**src/hdl/ssl_pkg.sv**
```systemverilog
// constants, register map and field layout of the servo status output logic
// Contract
// - in speed combinations 4, 5 or 6, switch mode when both limit inputs are high
// - fault output low in normal state, high when an abnormal condition is detected
// - fault clear input low, after the cause is removed, clears the fault status
// - power-up reset clears any fault by itself
// - a front-panel fault clear request acts like the fault clear input
// - rotation output low while speed is above threshold, high while below
// - threshold spans 0 to 3000 rpm, defaults to 20, applies at once
// - rotation status is also shown to the front-panel unit
// - ready low only with servo on, preparation done, no fault, main power on
// - index output low while the motor passes the encoder index position
// - index and over-travel outputs reach a terminal only through output mapping
// - over-travel output high while a travel-prohibit condition is present, else low
// - config digit 1 disables forward prohibit input, digit 2 the reverse one
// - mapping code per terminal: 1 rotation, 2 ready, 5 index, 6 over-travel
package ssl_pkg;
   // =====================================================================
   // register offsets
   localparam logic [7:0] REG_CTRL = 8'h00;
   localparam logic [7:0] REG_THRESH = 8'h04;
   localparam logic [7:0] REG_MAP = 8'h08;
   localparam logic [7:0] REG_STATUS = 8'h0C;
   localparam logic [7:0] REG_IRQ_STAT = 8'h10;
   localparam logic [7:0] REG_IRQ_MASK = 8'h14;
   // =====================================================================
   // control register fields
   localparam int CTRL_MODE_LSB = 0;
   localparam int MODE_W = 4;
   localparam int CTRL_FWD_DIS = 4;
   localparam int CTRL_REV_DIS = 5;
   localparam int CTRL_PANEL_CLR = 8;
   localparam logic [MODE_W-1:0] MODE_SPD_A = 4'h4;
   localparam logic [MODE_W-1:0] MODE_SPD_B = 4'h5;
   localparam logic [MODE_W-1:0] MODE_SPD_C = 4'h6;
   localparam logic [MODE_W-1:0] MODE_RESET = 4'h0;
   // =====================================================================
   // threshold and output mapping
   localparam int THRESH_W = 12;
   localparam logic [THRESH_W-1:0] THRESH_DEFAULT = 12'h014;
   localparam logic [THRESH_W-1:0] THRESH_MAX = 12'hBB8;
   localparam int N_TERM = 3;
   localparam int CODE_W = 4;
   localparam logic [CODE_W-1:0] MAP_ROT = 4'h1;
   localparam logic [CODE_W-1:0] MAP_READY = 4'h2;
   localparam logic [CODE_W-1:0] MAP_INDEX = 4'h5;
   localparam logic [CODE_W-1:0] MAP_OT = 4'h6;
   localparam logic [N_TERM*CODE_W-1:0] MAP_DEFAULT = 12'h021;
   // =====================================================================
   // status and interrupt bits
   localparam int ST_FAULT = 0;
   localparam int ST_ROT = 1;
   localparam int ST_READY = 2;
   localparam int ST_OT = 3;
   localparam int ST_MODE = 4;
   localparam int ST_INDEX = 5;
   localparam int IRQ_W = 4;
   localparam int IRQ_FAULT = 0;
   localparam int IRQ_OT = 1;
   localparam int IRQ_ROT = 2;
   localparam int IRQ_INDEX = 3;
   // =====================================================================
   // synchroniser lanes, all active low
   localparam int N_SYNC = 6;
   localparam int SI_FWD_LIM = 0;
   localparam int SI_REV_LIM = 1;
   localparam int SI_CLR = 2;
   localparam int SI_FWD_PRO = 3;
   localparam int SI_REV_PRO = 4;
   localparam int SI_SVON = 5;
   // =====================================================================
   // bus responses
   localparam logic [1:0] RESP_OKAY = 2'h0;
   localparam logic [1:0] RESP_SLVERR = 2'h2;
endpackage

```
**src/hdl/ssl_servo_status.sv**
```systemverilog
// servo sequence-signal and status output logic with an AXI4-Lite register slave
//
// The implementer's own choices: the register offsets and register access over AXI4-Lite.
`timescale 1ns/10ps
module ssl_servo_status
   import ssl_pkg::*;
#(
   parameter int SPEED_W = THRESH_W
)
(
   // clock and power-up reset
   input wire logic clk_i,
   input wire logic rst_i,
   // sequence inputs, active low
   input wire logic forward_limit_input_n_i,
   input wire logic reverse_limit_input_n_i,
   input wire logic fault_clear_input_n_i,
   input wire logic forward_prohibit_input_n_i,
   input wire logic reverse_prohibit_input_n_i,
   input wire logic servo_on_n_i,
   // drive internal state
   input wire logic fault_detect_i,
   input wire logic prep_done_i,
   input wire logic main_power_i,
   input wire logic [SPEED_W-1:0] motor_speed_i,
   input wire logic index_mark_i,
   // pins and panel
   output logic fault_output_o,
   output logic [N_TERM-1:0] terminal_n_o,
   output logic mode_switch_o,
   output logic panel_rotation_o,
   output logic irq_o,
   // axi4-lite write
   input wire logic [7:0] s_axi_awaddr,
   input wire logic s_axi_awvalid,
   output logic s_axi_awready,
   input wire logic [31:0] s_axi_wdata,
   input wire logic [3:0] s_axi_wstrb,
   input wire logic s_axi_wvalid,
   output logic s_axi_wready,
   output logic [1:0] s_axi_bresp,
   output logic s_axi_bvalid,
   input wire logic s_axi_bready,
   // axi4-lite read
   input wire logic [7:0] s_axi_araddr,
   input wire logic s_axi_arvalid,
   output logic s_axi_arready,
   output logic [31:0] s_axi_rdata,
   output logic [1:0] s_axi_rresp,
   output logic s_axi_rvalid,
   input wire logic s_axi_rready
);

   // =====================================================================
   // functions
   function automatic logic [31:0] merge_strb(input logic [31:0] old_v,
                                              input logic [31:0] new_v,
                                              input logic [3:0] strb);
      logic [31:0] res;
      res = old_v;
      for (int i = 0; i < 4; i++)
      begin
         if (strb[i])
         begin
            res[i*8 +: 8] = new_v[i*8 +: 8];
         end
      end
      return res;
   endfunction

   // active-low level for one terminal; unsupported codes stay off (high)
   function automatic logic term_level(input logic [CODE_W-1:0] code, input logic rot_n,
                                       input logic rdy_n, input logic idx_n,
                                       input logic ot_n);
      logic lvl;
      lvl = 1'b1;
      case (code)
         MAP_ROT: lvl = rot_n;
         MAP_READY: lvl = rdy_n;
         MAP_INDEX: lvl = idx_n;
         MAP_OT: lvl = ot_n;
         default: lvl = 1'b1;
      endcase
      return lvl;
   endfunction

   // =====================================================================
   // state
   logic [N_SYNC-1:0] sync_a, sync_b;
   logic [N_SYNC-1:0] raw_in;
   logic [7:0] aw_addr, next_aw_addr;
   logic [31:0] w_data, next_w_data;
   logic [3:0] w_strb, next_w_strb;
   logic awready, next_awready, wready, next_wready;
   logic bvalid, next_bvalid, arready, next_arready, rvalid, next_rvalid;
   logic [1:0] bresp, next_bresp, rresp, next_rresp;
   logic [31:0] rdata, next_rdata;
   logic [MODE_W-1:0] mode, next_mode;
   logic fwd_dis, next_fwd_dis, rev_dis, next_rev_dis;
   logic [THRESH_W-1:0] thresh, next_thresh;
   logic [N_TERM*CODE_W-1:0] map, next_map;
   logic [IRQ_W-1:0] irq_stat, next_irq_stat, irq_mask, next_irq_mask;
   logic fault, next_fault, rot, next_rot, ready, next_ready;
   logic ot, next_ot, idx, next_idx, mode_sw, next_mode_sw;
   logic [N_TERM-1:0] term_n, next_term_n;
   logic irq, next_irq;
   logic wr_en, panel_clr, clear_req, ot_now;
   logic [31:0] wr_val, status_word;

   assign raw_in = {servo_on_n_i, reverse_prohibit_input_n_i, forward_prohibit_input_n_i,
                    fault_clear_input_n_i, reverse_limit_input_n_i, forward_limit_input_n_i};

   // =====================================================================
   // input synchronisers, idle high so nothing looks active at power-up
   always_ff @(posedge clk_i)
   begin
      if (rst_i)
      begin
         sync_a <= '1;
         sync_b <= '1;
      end
      else
      begin
         sync_a <= raw_in;
         sync_b <= sync_a;
      end
   end

   // =====================================================================
   // bus slave and registers
   assign wr_en = !awready && !wready && !bvalid;
   assign status_word = {26'h0, idx, mode_sw, ot, ready, rot, fault};

   always_comb
   begin
      next_aw_addr = aw_addr;
      next_w_data = w_data;
      next_w_strb = w_strb;
      next_awready = awready;
      next_wready = wready;
      next_bvalid = bvalid;
      next_bresp = bresp;
      next_arready = arready;
      next_rvalid = rvalid;
      next_rresp = rresp;
      next_rdata = rdata;
      next_mode = mode;
      next_fwd_dis = fwd_dis;
      next_rev_dis = rev_dis;
      next_thresh = thresh;
      next_map = map;
      next_irq_mask = irq_mask;
      panel_clr = 1'b0;
      wr_val = 32'h0;
      if (s_axi_awvalid && awready)
      begin
         next_aw_addr = s_axi_awaddr;
         next_awready = 1'b0;
      end
      if (s_axi_wvalid && wready)
      begin
         next_w_data = s_axi_wdata;
         next_w_strb = s_axi_wstrb;
         next_wready = 1'b0;
      end
      if (wr_en)
      begin
         next_bvalid = 1'b1;
         next_bresp = RESP_OKAY;
         case (aw_addr)
            REG_CTRL:
            begin
               wr_val = merge_strb({26'h0, rev_dis, fwd_dis, mode}, w_data, w_strb);
               next_mode = wr_val[CTRL_MODE_LSB +: MODE_W];
               next_fwd_dis = wr_val[CTRL_FWD_DIS];
               next_rev_dis = wr_val[CTRL_REV_DIS];
               panel_clr = w_strb[CTRL_PANEL_CLR/8] && w_data[CTRL_PANEL_CLR];
            end
            REG_THRESH:
            begin
               wr_val = merge_strb({20'h0, thresh}, w_data, w_strb);
               // out-of-range values saturate instead of wrapping
               if (wr_val[31:THRESH_W] != 20'h0 || wr_val[THRESH_W-1:0] > THRESH_MAX)
               begin
                  next_thresh = THRESH_MAX;
               end
               else
               begin
                  next_thresh = wr_val[THRESH_W-1:0];
               end
            end
            REG_MAP:
            begin
               wr_val = merge_strb({20'h0, map}, w_data, w_strb);
               next_map = wr_val[N_TERM*CODE_W-1:0];
            end
            REG_IRQ_STAT:
            begin
               wr_val = merge_strb(32'h0, w_data, w_strb);
            end
            REG_IRQ_MASK:
            begin
               wr_val = merge_strb({28'h0, irq_mask}, w_data, w_strb);
               next_irq_mask = wr_val[IRQ_W-1:0];
            end
            default: next_bresp = RESP_SLVERR;
         endcase
      end
      if (bvalid && s_axi_bready)
      begin
         next_bvalid = 1'b0;
         next_awready = 1'b1;
         next_wready = 1'b1;
      end
      if (s_axi_arvalid && arready)
      begin
         next_arready = 1'b0;
         next_rvalid = 1'b1;
         next_rresp = RESP_OKAY;
         case (s_axi_araddr)
            REG_CTRL: next_rdata = {26'h0, rev_dis, fwd_dis, mode};
            REG_THRESH: next_rdata = {20'h0, thresh};
            REG_MAP: next_rdata = {20'h0, map};
            REG_STATUS: next_rdata = status_word;
            REG_IRQ_STAT: next_rdata = {28'h0, irq_stat};
            REG_IRQ_MASK: next_rdata = {28'h0, irq_mask};
            default:
            begin
               next_rdata = 32'h0;
               next_rresp = RESP_SLVERR;
            end
         endcase
      end
      if (rvalid && s_axi_rready)
      begin
         next_rvalid = 1'b0;
         next_arready = 1'b1;
      end
   end

   always_ff @(posedge clk_i)
   begin
      if (rst_i)
      begin
         aw_addr <= 8'h00;
         w_data <= 32'h0;
         w_strb <= 4'h0;
         awready <= 1'b1;
         wready <= 1'b1;
         bvalid <= 1'b0;
         bresp <= RESP_OKAY;
         arready <= 1'b1;
         rvalid <= 1'b0;
         rresp <= RESP_OKAY;
         rdata <= 32'h0;
         mode <= MODE_RESET;
         fwd_dis <= 1'b0;
         rev_dis <= 1'b0;
         thresh <= THRESH_DEFAULT;
         map <= MAP_DEFAULT;
         irq_mask <= 4'h0;
      end
      else
      begin
         aw_addr <= next_aw_addr;
         w_data <= next_w_data;
         w_strb <= next_w_strb;
         awready <= next_awready;
         wready <= next_wready;
         bvalid <= next_bvalid;
         bresp <= next_bresp;
         arready <= next_arready;
         rvalid <= next_rvalid;
         rresp <= next_rresp;
         rdata <= next_rdata;
         mode <= next_mode;
         fwd_dis <= next_fwd_dis;
         rev_dis <= next_rev_dis;
         thresh <= next_thresh;
         map <= next_map;
         irq_mask <= next_irq_mask;
      end
   end

   // =====================================================================
   // status, events and pins
   assign clear_req = !sync_b[SI_CLR] || panel_clr;
   assign ot_now = (!fwd_dis && !sync_b[SI_FWD_PRO]) || (!rev_dis && !sync_b[SI_REV_PRO]);

   always_comb
   begin
      // detection wins over a clear in the same cycle
      next_fault = fault_detect_i || (fault && !clear_req);
      next_rot = {{(32-SPEED_W){1'b0}}, motor_speed_i} > {20'h0, thresh};
      next_ready = !sync_b[SI_SVON] && prep_done_i && !fault && main_power_i;
      next_ot = ot_now;
      next_idx = index_mark_i;
      next_mode_sw = (mode == MODE_SPD_A || mode == MODE_SPD_B || mode == MODE_SPD_C)
                     && sync_b[SI_FWD_LIM] && sync_b[SI_REV_LIM];
      for (int t = 0; t < N_TERM; t++)
      begin
         // over-travel pin is off (high) during over-travel, unlike the other three
         next_term_n[t] = term_level(map[t*CODE_W +: CODE_W], !rot, !ready, !idx, ot);
      end
      next_irq_stat = irq_stat;
      if (wr_en && aw_addr == REG_IRQ_STAT)
      begin
         next_irq_stat = irq_stat & ~wr_val[IRQ_W-1:0];
      end
      next_irq_stat[IRQ_FAULT] = next_irq_stat[IRQ_FAULT] || (next_fault && !fault);
      next_irq_stat[IRQ_OT] = next_irq_stat[IRQ_OT] || (next_ot && !ot);
      next_irq_stat[IRQ_ROT] = next_irq_stat[IRQ_ROT] || (next_rot && !rot);
      next_irq_stat[IRQ_INDEX] = next_irq_stat[IRQ_INDEX] || (next_idx && !idx);
      next_irq = |(next_irq_stat & irq_mask);
   end

   always_ff @(posedge clk_i)
   begin
      if (rst_i)
      begin
         fault <= 1'b0;
         rot <= 1'b0;
         ready <= 1'b0;
         ot <= 1'b0;
         idx <= 1'b0;
         mode_sw <= 1'b0;
         term_n <= '1;
         irq_stat <= 4'h0;
         irq <= 1'b0;
      end
      else
      begin
         fault <= next_fault;
         rot <= next_rot;
         ready <= next_ready;
         ot <= next_ot;
         idx <= next_idx;
         mode_sw <= next_mode_sw;
         term_n <= next_term_n;
         irq_stat <= next_irq_stat;
         irq <= next_irq;
      end
   end

   assign fault_output_o = fault;
   assign terminal_n_o = term_n;
   assign mode_switch_o = mode_sw;
   assign panel_rotation_o = rot;
   assign irq_o = irq;
   assign s_axi_awready = awready;
   assign s_axi_wready = wready;
   assign s_axi_bresp = bresp;
   assign s_axi_bvalid = bvalid;
   assign s_axi_arready = arready;
   assign s_axi_rdata = rdata;
   assign s_axi_rresp = rresp;
   assign s_axi_rvalid = rvalid;

endmodule

```
**config.mk**
```make
export PLATFORM = sky130hd
export DESIGN_NAME = ssl_servo_status
export DESIGN_NICKNAME = d
export VERILOG_FILES = /design/src/hdl/ssl_pkg.sv /design/src/hdl/ssl_servo_status.sv
export SDC_FILE = /design/constraint.sdc
export NUM_CORES = 1
export LEC_CHECK = 0
export BUFFER_PORTS_ARGS = -buffer_cell sky130_fd_sc_hd__buf_2
export CAP_MARGIN = 20
export CORE_UTILIZATION = 45
export CTS_CLUSTER_DIAMETER = 100
export DETAILED_ROUTE_END_ITERATION = 12
export GPL_TIMING_DRIVEN = 0
export PLACE_DENSITY = 0.71
export REMOVE_ABC_BUFFERS = 1
export SYNTH_ARGS = -nofsm -noshare
export SYNTH_HDL_FRONTEND = slang
export SYNTH_SLANG_ARGS = --single-unit
```
**constraint.sdc**
```tcl
create_clock -name clk_i -period 2.1 [get_ports clk_i]
set_input_delay 0.315 -clock clk_i [delete_from_list [all_inputs] [get_ports clk_i]]
set_output_delay 0.315 -clock clk_i [all_outputs]
set_load 0.02 [all_outputs]
```
# Yosys cells after proc, flatten, opt, wreduce, memory -nomap -nowiden
# Cells that the tools add are included.
# classes
n_lt_le_gt_ge,2
n_bitwise,3
n_eq_ne,24
reduce_logical,58
mux,29
# op_table
cell,n
8-bit two-way mux,13
12-bit one-hot mux with 6 select lines,1
4-bit by 3-bit equality test with 1-bit output (second input constant),9
8-bit by 5-bit equality test with 1-bit output (second input constant),4
8-bit by 4-bit equality test with 1-bit output (second input constant),3
1-bit logical AND,21
4-bit two-way mux,5
4-bit one-hot mux with 5 select lines,1
20-bit nonzero test,1
8-bit by 3-bit equality test with 1-bit output (second input constant),2
8-bit zero test,2
1-bit zero test,15
4-bit by 1-bit equality test with 1-bit output (second input constant),3
4-bit by 2-bit equality test with 1-bit output (second input constant),3
12-bit greater-than comparator,1
12-bit greater-than comparator (second input constant),1
12-bit two-way mux,1
1-bit one-hot mux with 4 select lines,3
1-bit logical OR,10
4-bit bitwise AND,2
2-bit AND reduction,4
6-bit two-way mux,1
6-bit OR reduction,1
5-bit OR reduction,1
5 further kinds,8
# totals
in_bits,81
output_inout_bits,48
register_bits,145

# Logic depth before layout (Yosys ltp)
# Gate-level depths: netlist of run 1.
# depth
depth_word,12
depth_mapped,8
depth_no_buf,8

# Worst setup path after synthesis of run 1
# Ideal clock, no wire load.
# synth_path
path_type,register to register
from,"register bvalid, in the netlist s_axi_bvalid"
to,register thresh[4]
path_buffers,0
required_time_ps,1978
setup_time_ps,122
slack_ps,-95
arrival_ps,2073
path_stages_with_launch,7
path_cell_list,dfxtp_1 -> or3_1 -> nor4b_4 -> nor4b_4 -> nand2b_2 -> o21a_1 -> o32a_1
# synth_between
elab_chain_len,3
# synth_lines
item,line_no,text
start: declaration,ssl_servo_status.sv:95,"logic bvalid, next_bvalid, arready, next_arready, rvalid, next_rvalid;"
start signal: assignment,ssl_servo_status.sv:270,bvalid <= next_bvalid;
1-bit zero test,ssl_servo_status.sv:131,assign wr_en = !awready && !wready && !bvalid;
1-bit logical AND,ssl_servo_status.sv:131,
2-bit AND reduction (no source line),-,
end signal: assignment,ssl_servo_status.sv:279,thresh <= next_thresh;
end: declaration,ssl_servo_status.sv:100,"logic [THRESH_W-1:0] thresh, next_thresh;"
# No other way between the ends.
# A chain may end at the register's enable or synchronous reset.

# Worst setup path after layout of run 1
# layout_path
from,"register wready, in the netlist s_axi_wready"
to,register thresh[4]
# layout_between
elab_chain_len,4
# layout_lines
item,line_no,text
start: declaration,ssl_servo_status.sv:94,"logic awready, next_awready, wready, next_wready;"
start signal: assignment,ssl_servo_status.sv:269,wready <= next_wready;
1-bit zero test,ssl_servo_status.sv:131,
1-bit logical AND (2 in series),ssl_servo_status.sv:131,
2-bit AND reduction (no source line),-,
# No other way between the ends.

==> results of run 1 <==
## metal layers
layer,vias up,track usage [%],share of wire [%]
li1,2543,-,-
met1,2402,30.70,45
met2,200,38.46,46
met3,27,4.606,6.2
met4,0,10.56,2.4
met5,-,0,0
## cells by family after synthesis
logic type	Yosys count	synth area share [%]
AOI/OAI and AO/OA	153	17.29
adders and majority gates	12	2.652
buffers and inverters	86	7.405
DFF	123	43.50
muxes	29	6.565
other	1	0.06625
and+or+nand+nor	265	22.52
## sequential cells by signal, summed over array words and instances, names as in the netlist, 3 cells and up
register      count
w_data           32
map              12
s_axi_rdata      12
thresh           12
aw_addr           8
sync_a            6
sync_b            6
irq_mask          4
irq_stat          4
mode              4
w_strb            4
terminal_n_o      3
## critical path, delay by kind of cell, from the launching register on
family / cells / cell delay, ns
and+or+nand+nor: 4 / 1.24
DFF: 1 / 0.35
AOI/OAI and AO/OA: 2 / 0.51
## worst min path at each step
stage / startpoint / to / cells past startpoint
2_1_floorplan: sync_b[5]$_SDFF_PP1_ / ready$_SDFF_PP0_ / 1
3_3_place_gp: sync_b[5]$_SDFF_PP1_ / ready$_SDFF_PP0_ / 1
3_5_place_dp: sync_b[5]$_SDFF_PP1_ / ready$_SDFF_PP0_ / 1
4_1_cts: forward_limit_input_n_i / sync_a[0]$_SDFF_PP1_ / 2
5_1_grt: forward_limit_input_n_i / sync_a[0]$_SDFF_PP1_ / 2
6_report: forward_limit_input_n_i / sync_a[0]$_SDFF_PP1_ / 2
## layout make-up
class                           count  share of cell area, %
Multi-Input combinational cell    481                  41.68
Sequential cell                   123                  34.79
Timing Repair Buffer              123                  9.874
Clock buffer                       20                  6.250
Clock inverter                     11                  3.046
Tap cell                          168                  2.941
Inverter                           27                  1.418
## what timing repair did
| item | 4_1_cts | 5_1_grt |
|---|---|---|
| setup endpoints to repair | 24 | 26 |
| gates cloned | 0 | 0 |
| setup buffers | 9 | 4 |
| hold buffers | 0 | 0 |
| pin swaps | 10 | 8 |
| endpoints found under the hold margin | 0 | 0 |
| resized for setup | 25 | 16 |
## power by group through the flow
| stage | combinational (uW) | sequential, uW | clock (uW) |
|---|---|---|---|
| 3_3_place_gp | 504 | 2560 | 0 |
| 3_5_place_dp | 521 | 2560 | 0 |
| 4_1_cts | 558 | 2510 | 3310 |
| 5_1_grt | 655 | 2530 | 3400 |
| 2_1_floorplan | 292 | 2550 | 0 |
| 6_report | 593 | 2520 | 3270 |
## placed cells by master (no fill, tap or decap), types with 4 or more instances in the layout
cell type,synthesis,final
mux4_2,6,6
or2_2,13,13
nand2_1,115,114
nor4_1,12,12
o32ai_2,0,4
dfxtp_4,0,5
buf_4,23,14
mux2i_1,18,18
nor2b_1,6,6
a22oi_1,12,12
a21oi_2,0,4
nor2_1,56,56
inv_1,26,26
conb_1,1,22
dfxtp_1,123,114
bufinv_16,0,6
nor3_1,10,8
ha_1,12,12
nand3b_1,4,4
buf_2,2,106
and3_1,5,5
or3_1,7,5
dfxtp_2,0,4
nand3_1,16,16
o211ai_1,6,6
a21oi_1,80,76
o21ai_0,10,6
mux2_2,5,5
a22o_1,6,6
clkbuf_16,0,17
nand4_1,6,6
## through the flow
step,util (%),power [uW],cell area (um^2)
after floorplan,-,2844,5421
after global placement,50.88,3065,6162
after detailed placement,51.17,3085,6197
after CTS,57.89,6380,7012
after global routing,59.01,6583,7147
final,59.01,6379,7147
==> qor.yml, run 1 <==
status: "finished, violations left"
violations: "negative setup slack"
rsz0062_at_grt: "yes"
crit_path_max_fanout: 4
gp_congestion: 0.8644
num_vias: 5172
path_cells: "or3_4, nor4b_4, nor4b_4, nand2b_2, o21a_4, o32a_1"
die-area_um2: 13030
min_period_over_period_pct: 105.5
ys_warn_count: 0
worst_ir_drop_vdd_mv: 0.5959
yosysTopAreaCellShare_pct: 43.50
wl_per_cell_um: 15.69
start_util_pct: 46.74
place_ws_ns: -0.7348
num_rows: 40
netlist_area_um2: 5660
comb_power_share_pct: 9.3
setup.worst_path.start: "s_axi_wready$_SDFFE_PP1P_"
dp_hpwl_um: 10460
ys_types: 60
worst_pin_slew_ns: 0.6546
crit_arrival_ns: 2.52
async_reset_ff_share_pct: 0
register_area_um2: 2486
p_clk_share_pct: 51.2
synth.area.top_cells: "dfxtp_1, nand2_1, a21oi_1"
p_int_uw: 4919
drv_slew: 0
drc_errors: 0
relSlewSlack_pct: 56.36
power.density_nw_per_um2: 892.5
hold_viol_final: 0
drive_gt1_share_pct: 26.75
setup_viol: 6
nets: 866
multi_input_area_um2: 2979
core_area_um2: 12110
cts_tree: "built"
reg2reg_from: "s_axi_wready$_SDFFE_PP1P_"
track_usage_pct: 23.73
area_growth_pct: 26.26
endpoint_kind: "flop"
p_sw_share_pct: 22.89
cp-endpoint: "thresh[4]$_SDFFE_PP1P_"
syn_inst: 669
die_h_um: 114.2
ant_nets: 0
grt_pass1_wl_um: 24040
grt_overflow: 0
grt_pass1_vias: 4856
clock_sinks: 123
grt_max_degree: 73
cts_buffers: 17
worstHoldPathType: "in2reg"
worst_slack_ns: -0.1157
synth_edf_count: 0
drv_cap: 0
ys_ff_latch: 123
viasPerCell: 5.427
critPathLaunchType: "flop"
io_pins: 129
avgSynthCellArea_um2: 8.461
n_antenna_cell: 0
critPathRequiredTime_ns: 2.40
port_buffers: 106
worstSkewPairLatency_ns: 0.42
post-route-min-period_ns: 2.216
power.leakage_uw: 0.002910
nFillCells: 1071
dp.cells: 907
reg2reg_depth: 6
synth_flop_cell: "dfxtp_1"
r2r-end: "thresh[4]$_SDFFE_PP1P_"
wl_um: 14950
setup_tns_ns: -0.3975
pwr-share-seq_pct: 39.5
cts.clk_slew.worst_paths_ns: 0.05
final_cell_count_no_fill: 953
synth_top_cell_by_area: "dfxtp_1"
htreeDepth: 4
synth_common_cells: "dfxtp_1, nand2_1, a21oi_1"
first_pass_iters: 5
power.switching_uw: 1460
clockBufferDepth: 2
die_w_um: 114.2
timing.hold.ws_ns: 0.08428
slowest_stage: "or3_4"
seq_area_frac_synth_pct: 43.50
crit_path_frequent_cell: "nor4b_4"
crit_type: "reg2reg"
synth.most_common_cell: "dfxtp_1"
clock_skew_ns: 0.007835
r2r_slack_ns: -0.12
slowest_delay_ns: 0.41
grt_antenna_before_repair: 0
cts_root_buf: "clkbuf_16"
max_freq_mhz: 451.3
drt_iter0_markers: 313
No activity file was read; power rests on OpenSTA's default activity.
==> run 2: changes to the inputs <==
--- a/config.mk
+++ b/config.mk
@@ -5,13 +5,12 @@
 export SDC_FILE = /design/constraint.sdc
 export NUM_CORES = 1
 export LEC_CHECK = 0
-export BUFFER_PORTS_ARGS = -buffer_cell sky130_fd_sc_hd__buf_2
 export CAP_MARGIN = 20
 export CORE_UTILIZATION = 45
 export CTS_CLUSTER_DIAMETER = 100
 export DETAILED_ROUTE_END_ITERATION = 12
+export DONT_BUFFER_PORTS = 1
 export GPL_TIMING_DRIVEN = 0
-export PLACE_DENSITY = 0.71
 export REMOVE_ABC_BUFFERS = 1
 export SYNTH_ARGS = -nofsm -noshare
 export SYNTH_HDL_FRONTEND = slang
==> run 2 against run 1 <==
The run still ends with negative setup slack left; clock-buffer cell count is 7 higher; via count is 7.0% lower; global-route usage is 0.42 points higher; combinational power is 19% lower; setup slack worse by 0.061 ns; sequential power hardly changed; die area stayed put; utilization is 3.3 points lower; power is 8.7% lower; maximum frequency is 2.7% lower; register-to-register slack worse by 0.06 ns.
==> qor.yml, run 2 (synthesized netlist as in run 1, its figures left out) <==
max_freq_mhz: 439.3  # was 451.3 MHz
multi_input_area_um2: 3053  # was 2979 um^2
wl_per_cell_um: 17.93  # was 15.69 um
crit_type: "reg2reg"  # unchanged
min_period_over_period_pct: 108.4  # was 105.5%
final_cell_mix: "nand2_1, dfxtp_1, a21oi_1"  # was nand2_1, dfxtp_1, buf_2
grt_pass1_wl_um: 23780  # was 24,040 um
num_vias: 4810  # was 5,172
grt_max_degree: 87  # was 73
final_cell_count_no_fill: 860  # was 953
endpoint_kind: "flop"  # unchanged
grt_antenna_before_repair: 0  # unchanged
comb_power_share_pct: 8.3  # was 9.3%
largest_reg_flops: 32  # unchanged
clock_sinks: 123  # unchanged
start_util_pct: 46.74  # unchanged
pwr-share-seq_pct: 43.6  # was 39.5%
regMostFlops: "w_data"  # unchanged
htreeDepth: 4  # unchanged
die_w_um: 114.2  # unchanged
gp_congestion: 0.8474  # was 0.8644
mostFrequentLayoutCell: "nand2_1"
fin_util_pct: 55.67  # was 59.01%
power.leakage_uw: 0.002504  # was 0.002910 uW
critPathLaunchType: "flop"  # unchanged
p_sw_share_pct: 23.81  # was 22.89%
relSlewSlack_pct: 59.74  # was 56.36%
die_h_um: 114.2  # unchanged
violations: "negative setup slack"  # unchanged
num_rows: 40  # unchanged
hold_viol_final: 0  # unchanged
critPathRequiredTime_ns: 2.41  # was 2.40 ns
worstSkewPairLatency_ns: 0.42  # about the same
cts_tree: "built"  # unchanged
drive_gt1_share_pct: 16.91  # was 26.75%
power.density_nw_per_um2: 864.2  # was 892.5 nW/um^2
cts_root_buf: "clkbuf_16"  # unchanged
setup_viol: 9  # was 6
grt_overflow: 0  # unchanged
worst_pin_slew_ns: 0.5986  # was 0.6546 ns
wl_um: 15420  # was 14,950 um
dp_hpwl_um: 10090  # was 10,460 um
nFillCells: 1124  # was 1,071
port_buffers: 0  # was 106
drc_errors: 0  # unchanged
drt_iter0_markers: 292  # was 313
crit_path_max_fanout: 8  # was 4
p_clk_share_pct: 48.1  # was 51.2%
timing.hold.ws_ns: 0.01642  # was 0.08428 ns
status: "finished, violations left"  # unchanged
worst_slack_ns: -0.1763  # was -0.1157 ns
clock_skew_ns: 0.01042  # was 0.007835 ns
post-route-min-period_ns: 2.276  # was 2.216 ns
p_int_uw: 4439  # was 4919 uW
worst_ir_drop_vdd_mv: 0.5725  # was 0.5959 mV
area_growth_pct: 19.12  # was 26.26%
die-area_um2: 13030  # unchanged
core_area_um2: 12110  # unchanged
n_antenna_cell: 0  # unchanged
clockBufferDepth: 2  # unchanged
nets: 772  # was 866
viasPerCell: 5.593  # was 5.427
power.switching_uw: 1387  # was 1460 uW
grt_pass1_vias: 4561  # was 4,856
rsz0062_at_grt: "yes"  # unchanged
io_pins: 129  # unchanged
crit_arrival_ns: 2.58  # was 2.52 ns
ant_nets: 0  # unchanged
cts_buffers: 17  # unchanged
cts.clk_slew.worst_paths_ns: 0.06  # was 0.05 ns
track_usage_pct: 24.14  # was 23.73%
first_pass_iters: 4  # was 5
worstHoldPathType: "in2reg"  # unchanged
register_area_um2: 2489  # was 2486 um^2
drv_slew: 0  # unchanged
drv_cap: 0  # unchanged
place_ws_ns: -0.6782  # was -0.7348 ns
dp.cells: 800  # was 907
## run 2: layer usage
metal	track usage, %	part of all wire [%]	routed length, um	vias to the layer above
li1	-	-	-	2339
met1	30.48	44	6778	2256
met2	37.98	46	7104	194
met3	7.888	7.9	1220	21
met4	9.957	2.1	318	0
met5	0	0	0	-
## run 2: per-stage QoR
| step | area, um^2 | total power [uW] | setup TNS (ns) |
|---|---|---|---|
| 2_1_floorplan | 5421 | 2844 | -1.718 |
| 3_3_place_gp | 5632 | 2931 | -9.611 |
| 3_5_place_dp | 5637 | 2945 | -9.066 |
| 4_1_cts | 6513 | 5812 | -1.719 |
| 5_1_grt | 6743 | 6067 | -1.879 |
| 6_report | 6743 | 5827 | -0.9510 |
## run 2: cell type report
class | instances | area share, %
sequential | 123 | 36.91
clock buffer | 27 | 7.757
tap | 168 | 3.117
clock inverter | 5 | 0.8350
inverter | 27 | 1.503
timing repair buffer | 29 | 4.602
multi-input combinational | 481 | 45.28
## run 2: worst paths after layout
check	startpoint	end	slack (ns)	depth (start not counted)
setup / recovery	s_axi_awready$_SDFFE_PP1P_	thresh[11]$_SDFFE_PP0P_	-0.18	7
hold / removal	rst_i	thresh[1]$_SDFFE_PP0P_	0.02	1
setup reg to reg	s_axi_awready$_SDFFE_PP1P_	thresh[11]$_SDFFE_PP0P_	-0.18	7
hold reg to reg	sync_b[5]$_SDFF_PP1_	ready$_SDFF_PP0_	0.39	1
## run 2: worst max-delay path: stages (launching register included)
cell and delay [ns]:
dfxtp_4 0.39, or3_4 0.42, nor4b_4 0.31, nor4b_4 0.29, buf_4 0.17, inv_2 0.03
o31a_1 0.28, o221a_1 0.27
## run 2: power groups by stage
stage                     Clock, uW  Sequential, uW  Combinational (uW)
after floorplan                   0            2550                 292
after global placement            0            2580                 350
after detailed placement          0            2580                 360
after CTS                      2840            2540                 441
after global routing           2980            2550                 532
final                          2800            2540                 482
## run 2: repair_timing
item | 4_1_cts | 5_1_grt
resized for setup | 28 | 30
hold endpoints to repair | 94 | 2
pin swaps | 12 | 12
hold buffers | 12 | 1
setup endpoints to repair | 28 | 33
setup buffers | 10 | 3
